===== config.mk =====
export PLATFORM = sky130hd
export DESIGN_NAME = lps_bank_ctrl
export DESIGN_NICKNAME = d
export VERILOG_FILES = /design/src/hdl/lps_pkg.sv /design/src/hdl/lps_bank_ctrl.sv /design/src/hdl/lps_sync.sv /design/src/hdl/lps_fifo2.sv
export SDC_FILE = /design/constraint.sdc
export NUM_CORES = 1
export LEC_CHECK = 0
export BUFFER_PORTS_ARGS = -buffer_cell sky130_fd_sc_hd__buf_2
export CORE_MARGIN = 2
export CORE_UTILIZATION = 61
export DETAILED_ROUTE_END_ITERATION = 16
export GPL_ROUTABILITY_DRIVEN = 0
export PLACE_DENSITY = 0.79
export SYNTH_ARGS = -nofsm -noshare
export SYNTH_HDL_FRONTEND = slang
export SYNTH_HIERARCHICAL = 1
export SYNTH_SLANG_ARGS = --single-unit

===== constraint.sdc =====
create_clock -name ref_clk -period 6.68 [get_ports ref_clk]
set_input_delay 0.668 -clock ref_clk [delete_from_list [all_inputs] [get_ports ref_clk]]
set_output_delay 0.668 -clock ref_clk [all_outputs]
set_load 0.05 [all_outputs]

===== src/hdl/lps_pkg.sv =====
package lps_pkg;

  // ----------------------------------------------------------
  // timing, in link clocks
  // ----------------------------------------------------------
  localparam int CAS_LAT = 2;
  localparam int TWR_CLK = 1;
  localparam logic [3:0] SREX_CLK = 4'h2;

  // ----------------------------------------------------------
  // field positions and encodings
  // ----------------------------------------------------------
  localparam int AP_BIT = 11;
  localparam logic [2:0] BL_FULL = 3'h7;
  // {cs_n, ras_n, cas_n, we_n}
  localparam logic [3:0] CMD_ACT = 4'h3;
  localparam logic [3:0] CMD_RD = 4'h5;
  localparam logic [3:0] CMD_WR = 4'h4;
  localparam logic [3:0] CMD_PRE = 4'h2;
  localparam logic [3:0] CMD_REF = 4'h1;
  localparam logic [3:0] CMD_BST = 4'h6;

  // ----------------------------------------------------------
  // types
  // ----------------------------------------------------------
  typedef enum logic [2:0] {ST_IDLE, ST_READ, ST_WRITE, ST_SELF, ST_SREX} lps_state_e;

  typedef struct packed {
    logic clk;
    logic cke;
    logic cs_n;
    logic ras_n;
    logic cas_n;
    logic we_n;
    logic [1:0] ba;
    logic [12:0] addr;
    logic [1:0] byte_mask;
    logic [15:0] dq;
  } lps_pins_s;

  typedef struct packed {
    logic [1:0] ba;
    logic [12:0] row;
    logic [8:0] col;
    logic [15:0] data;
  } lps_wd_s;

endpackage : lps_pkg


===== src/hdl/lps_bank_ctrl.sv =====
`timescale 1ns/1ns
module lps_bank_ctrl
#(
  parameter int CL = lps_pkg::CAS_LAT,
  parameter int TWR = lps_pkg::TWR_CLK,
  parameter int MEM_WORDS = 16
)
(
  input wire logic ref_clk,
  input wire logic reset,
  input wire lps_pkg::lps_pins_s pins,
  input wire logic [2:0] burst_cfg,
  output logic [15:0] dq_out,
  output logic dq_oe,
  output logic [3:0] bank_open,
  output logic suspended,
  output logic self_refresh,
  output logic refresh_pulse,
  output logic wd_valid,
  input wire logic wd_ready,
  output lps_pkg::lps_wd_s wd_data
);
  import lps_pkg::*;

  localparam int MA = $clog2(MEM_WORDS);

  // ----------------------------------------------------------
  // pin sampling and link clock edge
  // ----------------------------------------------------------
  logic [$bits(lps_pins_s)-1:0] sp_raw;
  lps_pins_s sp;
  logic clk_prev;
  logic tick;

  lps_sync #(.WIDTH($bits(lps_pins_s))) u_sync
  (
    .clk(ref_clk),
    .reset(reset),
    .d(pins),
    .q(sp_raw)
  );

  assign sp = lps_pins_s'(sp_raw);
  assign tick = sp.clk && !clk_prev;

  // all pins share the same two-flop delay, so they stay aligned to the edge
  always_ff @(posedge ref_clk or posedge reset)
  begin
    if (reset)
      clk_prev <= 1'b0;
    else
      clk_prev <= sp.clk;
  end

  // ----------------------------------------------------------
  // command decode
  // ----------------------------------------------------------
  lps_state_e st;
  logic [9:0] burst_left;
  logic [8:0] cur_col;
  logic [1:0] cur_bank;
  logic cur_ap;
  logic full_pg;
  logic [12:0] open_row [4];
  logic wr_pend;
  logic [3:0] wr_cnt;
  logic [1:0] wr_bank;
  logic [3:0] srex_cnt;
  logic fifo_rdy;
  logic [3:0] cmd;
  logic in_burst;
  logic frz;
  logic run;
  logic cmd_ok;
  logic is_act;
  logic is_rd;
  logic is_wr;
  logic is_pre;
  logic is_bst;
  logic is_arf;
  logic is_srf;
  logic new_acc;
  logic full_cfg;
  logic ap_req;
  logic [9:0] bl;
  logic single_ap;
  logic burst_end;
  logic old_ap_done;
  logic rd_ap_close;
  logic wr_ap_start;
  logic [1:0] ap_bank;
  logic rd_word;
  logic wr_word;
  logic [MA-1:0] rd_col;
  logic [MA-1:0] wr_col;
  logic [1:0] acc_bank;
  logic push;
  lps_wd_s wd_in;

  assign cmd = {sp.cs_n, sp.ras_n, sp.cas_n, sp.we_n};
  assign in_burst = (st == ST_READ) || (st == ST_WRITE);
  // a full buffer stalls like a suspend so no written word is lost
  assign frz = tick && ((in_burst && !sp.cke) || !fifo_rdy);
  assign run = tick && !frz;
  assign cmd_ok = run && (st != ST_SELF) && (st != ST_SREX);
  assign is_act = cmd_ok && (cmd == CMD_ACT);
  assign is_rd = cmd_ok && (cmd == CMD_RD);
  assign is_wr = cmd_ok && (cmd == CMD_WR);
  assign is_pre = cmd_ok && (cmd == CMD_PRE);
  assign is_bst = cmd_ok && (cmd == CMD_BST);
  // refresh address is never looked at
  assign is_arf = cmd_ok && (cmd == CMD_REF) && sp.cke && (bank_open == 4'h0);
  assign is_srf = cmd_ok && (cmd == CMD_REF) && !sp.cke && (bank_open == 4'h0);
  assign new_acc = is_rd || is_wr;
  assign full_cfg = (burst_cfg == BL_FULL);
  assign ap_req = sp.addr[AP_BIT] && !full_cfg;
  assign bl = full_cfg ? 10'h000 : (10'h001 << burst_cfg[1:0]);
  assign single_ap = new_acc && ap_req && (bl == 10'h001);
  assign burst_end = run && in_burst && !new_acc && !is_bst && !full_pg && (burst_left == 10'h001);
  // the running burst finishes, is cut, or is interrupted
  assign old_ap_done = run && in_burst && cur_ap && (new_acc || is_bst || burst_end);
  assign rd_ap_close = (old_ap_done && (st == ST_READ)) || (is_rd && single_ap);
  assign wr_ap_start = (old_ap_done && (st == ST_WRITE)) || (is_wr && single_ap);
  assign ap_bank = old_ap_done ? cur_bank : sp.ba;

  // word selection; the interrupting command takes this edge's slot
  assign rd_word = is_rd || (run && (st == ST_READ) && !new_acc && !is_bst);
  assign wr_word = is_wr || (run && (st == ST_WRITE) && !new_acc && !is_bst);
  assign rd_col = is_rd ? sp.addr[MA-1:0] : cur_col[MA-1:0];
  assign wr_col = is_wr ? sp.addr[MA-1:0] : cur_col[MA-1:0];
  assign acc_bank = is_wr ? sp.ba : cur_bank;
  assign push = wr_word && (sp.byte_mask != 2'h3);
  assign wd_in = '{ba: acc_bank, row: open_row[acc_bank], col: is_wr ? sp.addr[8:0] : cur_col,
                   data: sp.dq};

  // ----------------------------------------------------------
  // burst and refresh state machine
  // ----------------------------------------------------------
  always_ff @(posedge ref_clk or posedge reset)
  begin
    if (reset)
    begin
      st <= ST_IDLE;
      burst_left <= 10'h000;
      cur_col <= 9'h000;
      cur_bank <= 2'h0;
      cur_ap <= 1'b0;
      full_pg <= 1'b0;
    end
    else if (run)
    begin
      case (st)
        ST_SELF:
          if (sp.cke)
            st <= ST_SREX;
        ST_SREX:
          if (srex_cnt == 4'h1)
            st <= ST_IDLE;
        default:
          if (is_srf)
            st <= ST_SELF;
          else if (new_acc)
          begin
            st <= (bl == 10'h001) ? ST_IDLE : (is_rd ? ST_READ : ST_WRITE);
            burst_left <= bl - 10'h001;
            cur_col <= sp.addr[8:0] + 9'h001;
            cur_bank <= sp.ba;
            cur_ap <= ap_req;
            full_pg <= full_cfg;
          end
          else if (is_bst || burst_end)
            st <= ST_IDLE;
          else if (in_burst)
          begin
            burst_left <= burst_left - 10'h001;
            cur_col <= cur_col + 9'h001;
          end
      endcase
    end
  end

  // exit wait, counted in link clocks
  always_ff @(posedge ref_clk or posedge reset)
  begin
    if (reset)
      srex_cnt <= 4'h0;
    else if (run && (st == ST_SELF) && sp.cke)
      srex_cnt <= SREX_CLK;
    else if (run && (st == ST_SREX))
      srex_cnt <= srex_cnt - 4'h1;
  end

  // ----------------------------------------------------------
  // bank tracking and precharge
  // ----------------------------------------------------------
  always_ff @(posedge ref_clk or posedge reset)
  begin
    if (reset)
    begin
      bank_open <= 4'h0;
      for (int i = 0; i < 4; i++)
        open_row[i] <= 13'h0000;
    end
    else if (run)
    begin
      if (rd_ap_close)
        bank_open[ap_bank] <= 1'b0;
      if (wr_pend && (wr_cnt == 4'h1))
        bank_open[wr_bank] <= 1'b0;
      if (is_pre)
      begin
        if (sp.addr[AP_BIT])
          bank_open <= 4'h0;
        else
          bank_open[sp.ba] <= 1'b0;
      end
      if (is_act)
      begin
        bank_open[sp.ba] <= 1'b1;
        open_row[sp.ba] <= sp.addr;
      end
    end
  end

  // write recovery before the automatic close
  always_ff @(posedge ref_clk or posedge reset)
  begin
    if (reset)
    begin
      wr_pend <= 1'b0;
      wr_cnt <= 4'h0;
      wr_bank <= 2'h0;
    end
    else if (run)
    begin
      if (wr_ap_start)
      begin
        wr_pend <= 1'b1;
        wr_cnt <= 4'(TWR);
        wr_bank <= ap_bank;
      end
      else if (wr_pend)
      begin
        wr_pend <= (wr_cnt != 4'h1);
        wr_cnt <= wr_cnt - 4'h1;
      end
    end
  end

  // ----------------------------------------------------------
  // data storage and read pipeline
  // ----------------------------------------------------------
  logic [15:0] mem [MEM_WORDS];
  logic [CL-1:0] rp_v;
  logic [15:0] rp_d [CL];
  logic [1:0] dm_d;

  // small store only; columns alias above MEM_WORDS
  always_ff @(posedge ref_clk)
  begin
    if (wr_word && !sp.byte_mask[0])
      mem[wr_col][7:0] <= sp.dq[7:0];
    if (wr_word && !sp.byte_mask[1])
      mem[wr_col][15:8] <= sp.dq[15:8];
  end

  // pipeline halts while frozen, so output data holds
  always_ff @(posedge ref_clk or posedge reset)
  begin
    if (reset)
    begin
      rp_v <= '0;
      for (int i = 0; i < CL; i++)
        rp_d[i] <= 16'h0000;
    end
    else if (run)
    begin
      rp_v <= {rp_v[CL-2:0], rd_word};
      rp_d[0] <= mem[rd_col];
      for (int i = 1; i < CL; i++)
        rp_d[i] <= rp_d[i-1];
    end
  end

  // byte masks gate the read drivers two clocks later
  always_ff @(posedge ref_clk or posedge reset)
  begin
    if (reset)
      dm_d <= 2'h0;
    else if (tick)
      dm_d <= {dm_d[0], |sp.byte_mask};
  end

  // ----------------------------------------------------------
  // outputs
  // ----------------------------------------------------------
  always_ff @(posedge ref_clk or posedge reset)
  begin
    if (reset)
    begin
      dq_out <= 16'h0000;
      dq_oe <= 1'b0;
      suspended <= 1'b0;
      self_refresh <= 1'b0;
      refresh_pulse <= 1'b0;
    end
    else
    begin
      if (run)
      begin
        dq_out <= rp_d[CL-1];
        dq_oe <= rp_v[CL-1] && !dm_d[1];
      end
      suspended <= in_burst && !sp.cke;
      self_refresh <= (st == ST_SELF);
      refresh_pulse <= is_arf;
    end
  end

  lps_fifo2 #(.W($bits(lps_wd_s)), .DEPTH(2)) u_buf
  (
    .clk(ref_clk),
    .reset(reset),
    .in_valid(push),
    .in_ready(fifo_rdy),
    .in_data(wd_in),
    .out_valid(wd_valid),
    .out_ready(wd_ready),
    .out_data(wd_data)
  );
endmodule : lps_bank_ctrl


===== src/hdl/lps_sync.sv =====
`timescale 1ns/1ns
// two-stage synchroniser; first stage feeds only the second
module lps_sync
#(
  parameter int WIDTH = 1
)
(
  input wire logic clk,
  input wire logic reset,
  input wire logic [WIDTH-1:0] d,
  output logic [WIDTH-1:0] q
);

  logic [WIDTH-1:0] meta;

  always_ff @(posedge clk or posedge reset)
  begin
    if (reset)
    begin
      meta <= '0;
      q <= '0;
    end
    else
    begin
      meta <= d;
      q <= meta;
    end
  end

endmodule : lps_sync


===== src/hdl/lps_fifo2.sv =====
`timescale 1ns/1ns
// shift-style buffer; head slot is a flop so the outputs are registered
module lps_fifo2
#(
  parameter int W = 8,
  parameter int DEPTH = 2
)
(
  input wire logic clk,
  input wire logic reset,
  input wire logic in_valid,
  output logic in_ready,
  input wire logic [W-1:0] in_data,
  output logic out_valid,
  input wire logic out_ready,
  output logic [W-1:0] out_data
);

  logic [DEPTH-1:0] v;
  logic [DEPTH-1:0] next_v;
  logic [W-1:0] d [DEPTH];
  logic [W-1:0] next_d [DEPTH];
  logic pop;
  logic push;
  logic done;

  assign in_ready = !v[DEPTH-1];
  assign out_valid = v[0];
  assign out_data = d[0];
  assign pop = v[0] && out_ready;
  assign push = in_valid && in_ready;

  // pop shifts toward the head, push fills the first free slot
  always_comb
  begin
    done = 1'b0;
    next_v = v;
    next_d = d;
    if (pop)
    begin
      for (int i = 0; i < DEPTH - 1; i++)
      begin
        next_v[i] = v[i+1];
        next_d[i] = d[i+1];
      end
      next_v[DEPTH-1] = 1'b0;
    end
    for (int i = 0; i < DEPTH; i++)
    begin
      if (push && !done && !next_v[i])
      begin
        next_v[i] = 1'b1;
        next_d[i] = in_data;
        done = 1'b1;
      end
    end
  end

  always_ff @(posedge clk or posedge reset)
  begin
    if (reset)
      v <= '0;
    else
      v <= next_v;
  end

  // data needs no reset; valid bits guard it
  always_ff @(posedge clk)
  begin
    d <= next_d;
  end

endmodule : lps_fifo2


==> qor.yml <==
cpMaxStageDelayCell: "a2111oi_0"
place_area_um2: 24100
ys_warn_count: 6
coreArea_um2: 37760
final_cell_area_um2: 25850
grt_overflow: 0
synth_fp_nets: 1758
cp_max_fo: 61
cp_common_cell: "buf_4"
drt_first_iter_violations: 1767
avgSynthCellArea_um2: 13.81
viasPerCell: 6.264
cp_data_arrival_time_ps: 5270
die_area_um2: 40050
antenna_found_initial: 2
layout.nets: 1797
max_stage_delay_ps: 1000
synth_cell_types: 78
ir_drop_mv: 0.1977
die_x_um: 200.1
syn_to_final_growth_pct: 10.18
initial_utilization: 0.6215
wl_mm: 52.59
clock_sinks: 566
outcome: "finished, final reports clean"
htree_levels: 2
ys_async_sr_fraction: 0.4064
post_cts_buffers: 0
hp-class: "in2reg"
clockBufferDepth: 3
dp_cells: 2192
post-route-util: 0.6848
cap_violations: 0
tightest_slew_ps: 1253
synth-edff-count: 336
fin_crit_sh: 0.7079
synth_seq_cells: 566
power_density_nw_per_um2: 366.8
cts.clk_slew.worst_paths_ps: 60
p_leak_nw: 10.33
rows: 71
clock_skew_ps: 28.84
diodes: 0
grt_pass1_wl_mm: 82.03
vias: 14380
insertion_delay_ps: 610
pin_count: 110
synth.cell_area_um2: 23470
fp.dieH_um: 200.1
endpoint_kind: "register"
dp_hpwl_mm: 33.20
ctsRootBufferMaster: "clkbuf_16"
fmax_mhz: 211.5
numCtsBuffers: 54
tritoncts: "built"
synth-seq-area-share: 0.6753
finalSetupViolCount: 0
start_kind: "register"
ant_nets: 0
grt_util_all_layers: 0.2643
port_buffers: 109
slew_headroom: 0.1433
yosys_most_used_dff: "edfxtp_1"
drv_slew: 0
hold_viol: 0
fin_tns_setup_ps: 0
drive_gt1_frac: 0.2063
layout_common_cells: "edfxtp_1 (336), dfrtp_1 (230), nand2_1 (161)"
rsz0062_at_grt: "no"
grt_pass1_vias: 14070
path_class: "reg2reg"
wl_per_cell_um: 22.91
period_needed_ps: 4729
netlist_instances: 1699
drc: 0
grt_max_degree: 108
drt_first_pass_iters: 8
final_common_cell: "edfxtp_1"
cp.required_ps: 7220
cp_cell_sequence: "inv_1 > nand3b_1 > a311oi_4 > nand3_2 > buf_4 > nand2_4 > buf_4 > a211oi_1 > a2111oi_0 > a221o_1"
finalNonFillerCells: 2295
==> layout make-up <==
class,instances,area [um^2]
flip-flops and latches,566,15850
fillers,2501,11900
multi-input cells,954,6795
clock buffers,67,1453
repair buffers,129,698.2
well taps,511,639.4
clock inverters,35,294.0
inverters,33,130.1
==> report_power, final <==
part | leakage (nW) | internal, W | total (W) | switching (W)
registers | 5.90 | 0.00406 | 0.00439 | 0.000329
clock network | 0.847 | 0.00170 | 0.00298 | 0.00128
logic | 3.58 | 0.000692 | 0.00212 | 0.00143
total | 10.3 | 0.00645 | 0.00948 | 0.00304
==> worst paths after layout <==
kind,from,to,slack [ps],cells after the start
max in group asynchronous,reset,dq_oe,4570,4
worst max-delay path,u_buf/v[1],rp_d[16],1950,10
worst min-delay path,pins[1],u_sync/meta[1],160,1
worst min register to register,u_sync/meta[24],u_sync/q[24],330,0
min in group asynchronous,reset,u_buf/v[1],550,3
worst max register to register,u_buf/v[1],rp_d[16],1950,10
==> layer usage <==
metal  vias up  track usage  share of wire
met5         -            0        0.00044
met1      7124       0.3951           0.43
met3       104      0.06541           0.10
met2       744       0.3931           0.45
li1       6400            -              -
met4         4      0.06850          0.019
==> worst max-delay path, delay by kind of cell (launching register included) <==
family / cells / cell delay (ps)
AND/OR/NAND/NOR: 3 / 1000
buffers and inverters: 3 / 1080
AO/OA/AOI/OAI: 4 / 2040
flip-flops: 1 / 410
==> synthesized netlist by cell type, drive strengths merged, types with 4 or more instances <==
cell       n  area, um^2
and3     105       656.9
a21o       4       37.53
nand4      5       31.28
nor4      26       183.9
a21oi     32       160.2
or3        5       31.28
a221o     16       160.2
buf       73       509.2
nand2b    19       141.4
nand3     35       175.2
a2111oi   18       163.9
mux2     111        1408
dfrtp    230        5756
o22a       7       61.31
xor2       4       35.03
nand2    163       614.3
a211o      6       52.55
ha        14       175.2
mux2i     41       426.7
a31oi     16       100.1
clkbuf    73       276.5
inv       33       123.9
o21ai     49       245.2
a31o      16       140.1
a211oi    99       760.7
nor3      11       65.06
nor2      90       337.8
xnor2      6       52.55
a2bb2oi    4       35.03
edfxtp   336       10090
nor2b      7       43.79
and3b      4       35.03
==> flip-flops by register name, summed over array words and instances, names as in the netlist, 2 cells and up <==
signal,flops
bank_open,4
burst_left,10
cur_bank,2
cur_col,9
dm_d,2
dq_out,16
mem,256
open_row,52
rp_d,32
rp_v,2
srex_cnt,4
st,3
u_buf/d,40
u_buf/out_data,40
u_buf/v,2
u_sync/meta,39
u_sync/q,39
wr_bank,2
wr_cnt,4
==> cell families after synthesis <==
group                    share of synthesized area
adder cells (fa/ha/maj)                   0.007465
AO/OA/AOI/OAI                              0.09379
multiplexers                               0.07817
buffers and inverters                      0.03877
AND/OR/NAND/NOR                             0.1028
flip-flops                                  0.6753
XOR/XNOR                                  0.003732
==> per-stage QoR <==
stage	power (W)	hold WS [ps]	worst slack, ps
floorplan	0.005901	331.2	1251
CTS	0.009495	131.9	2178
global placement	0.006438	332.5	2278
global route	0.009879	143.1	1673
finish	0.009483	162.5	1951
detailed placement	0.006522	334.7	2210
==> repair_timing <==
item | in CTS | in global routing
hold endpoints to repair | 2 | 0
hold buffers | 1 | 0
endpoints found under the setup margin | 0 | 0
gates resized for setup | 0 | 0
Note: power is estimated with default switching activity, not from simulation.
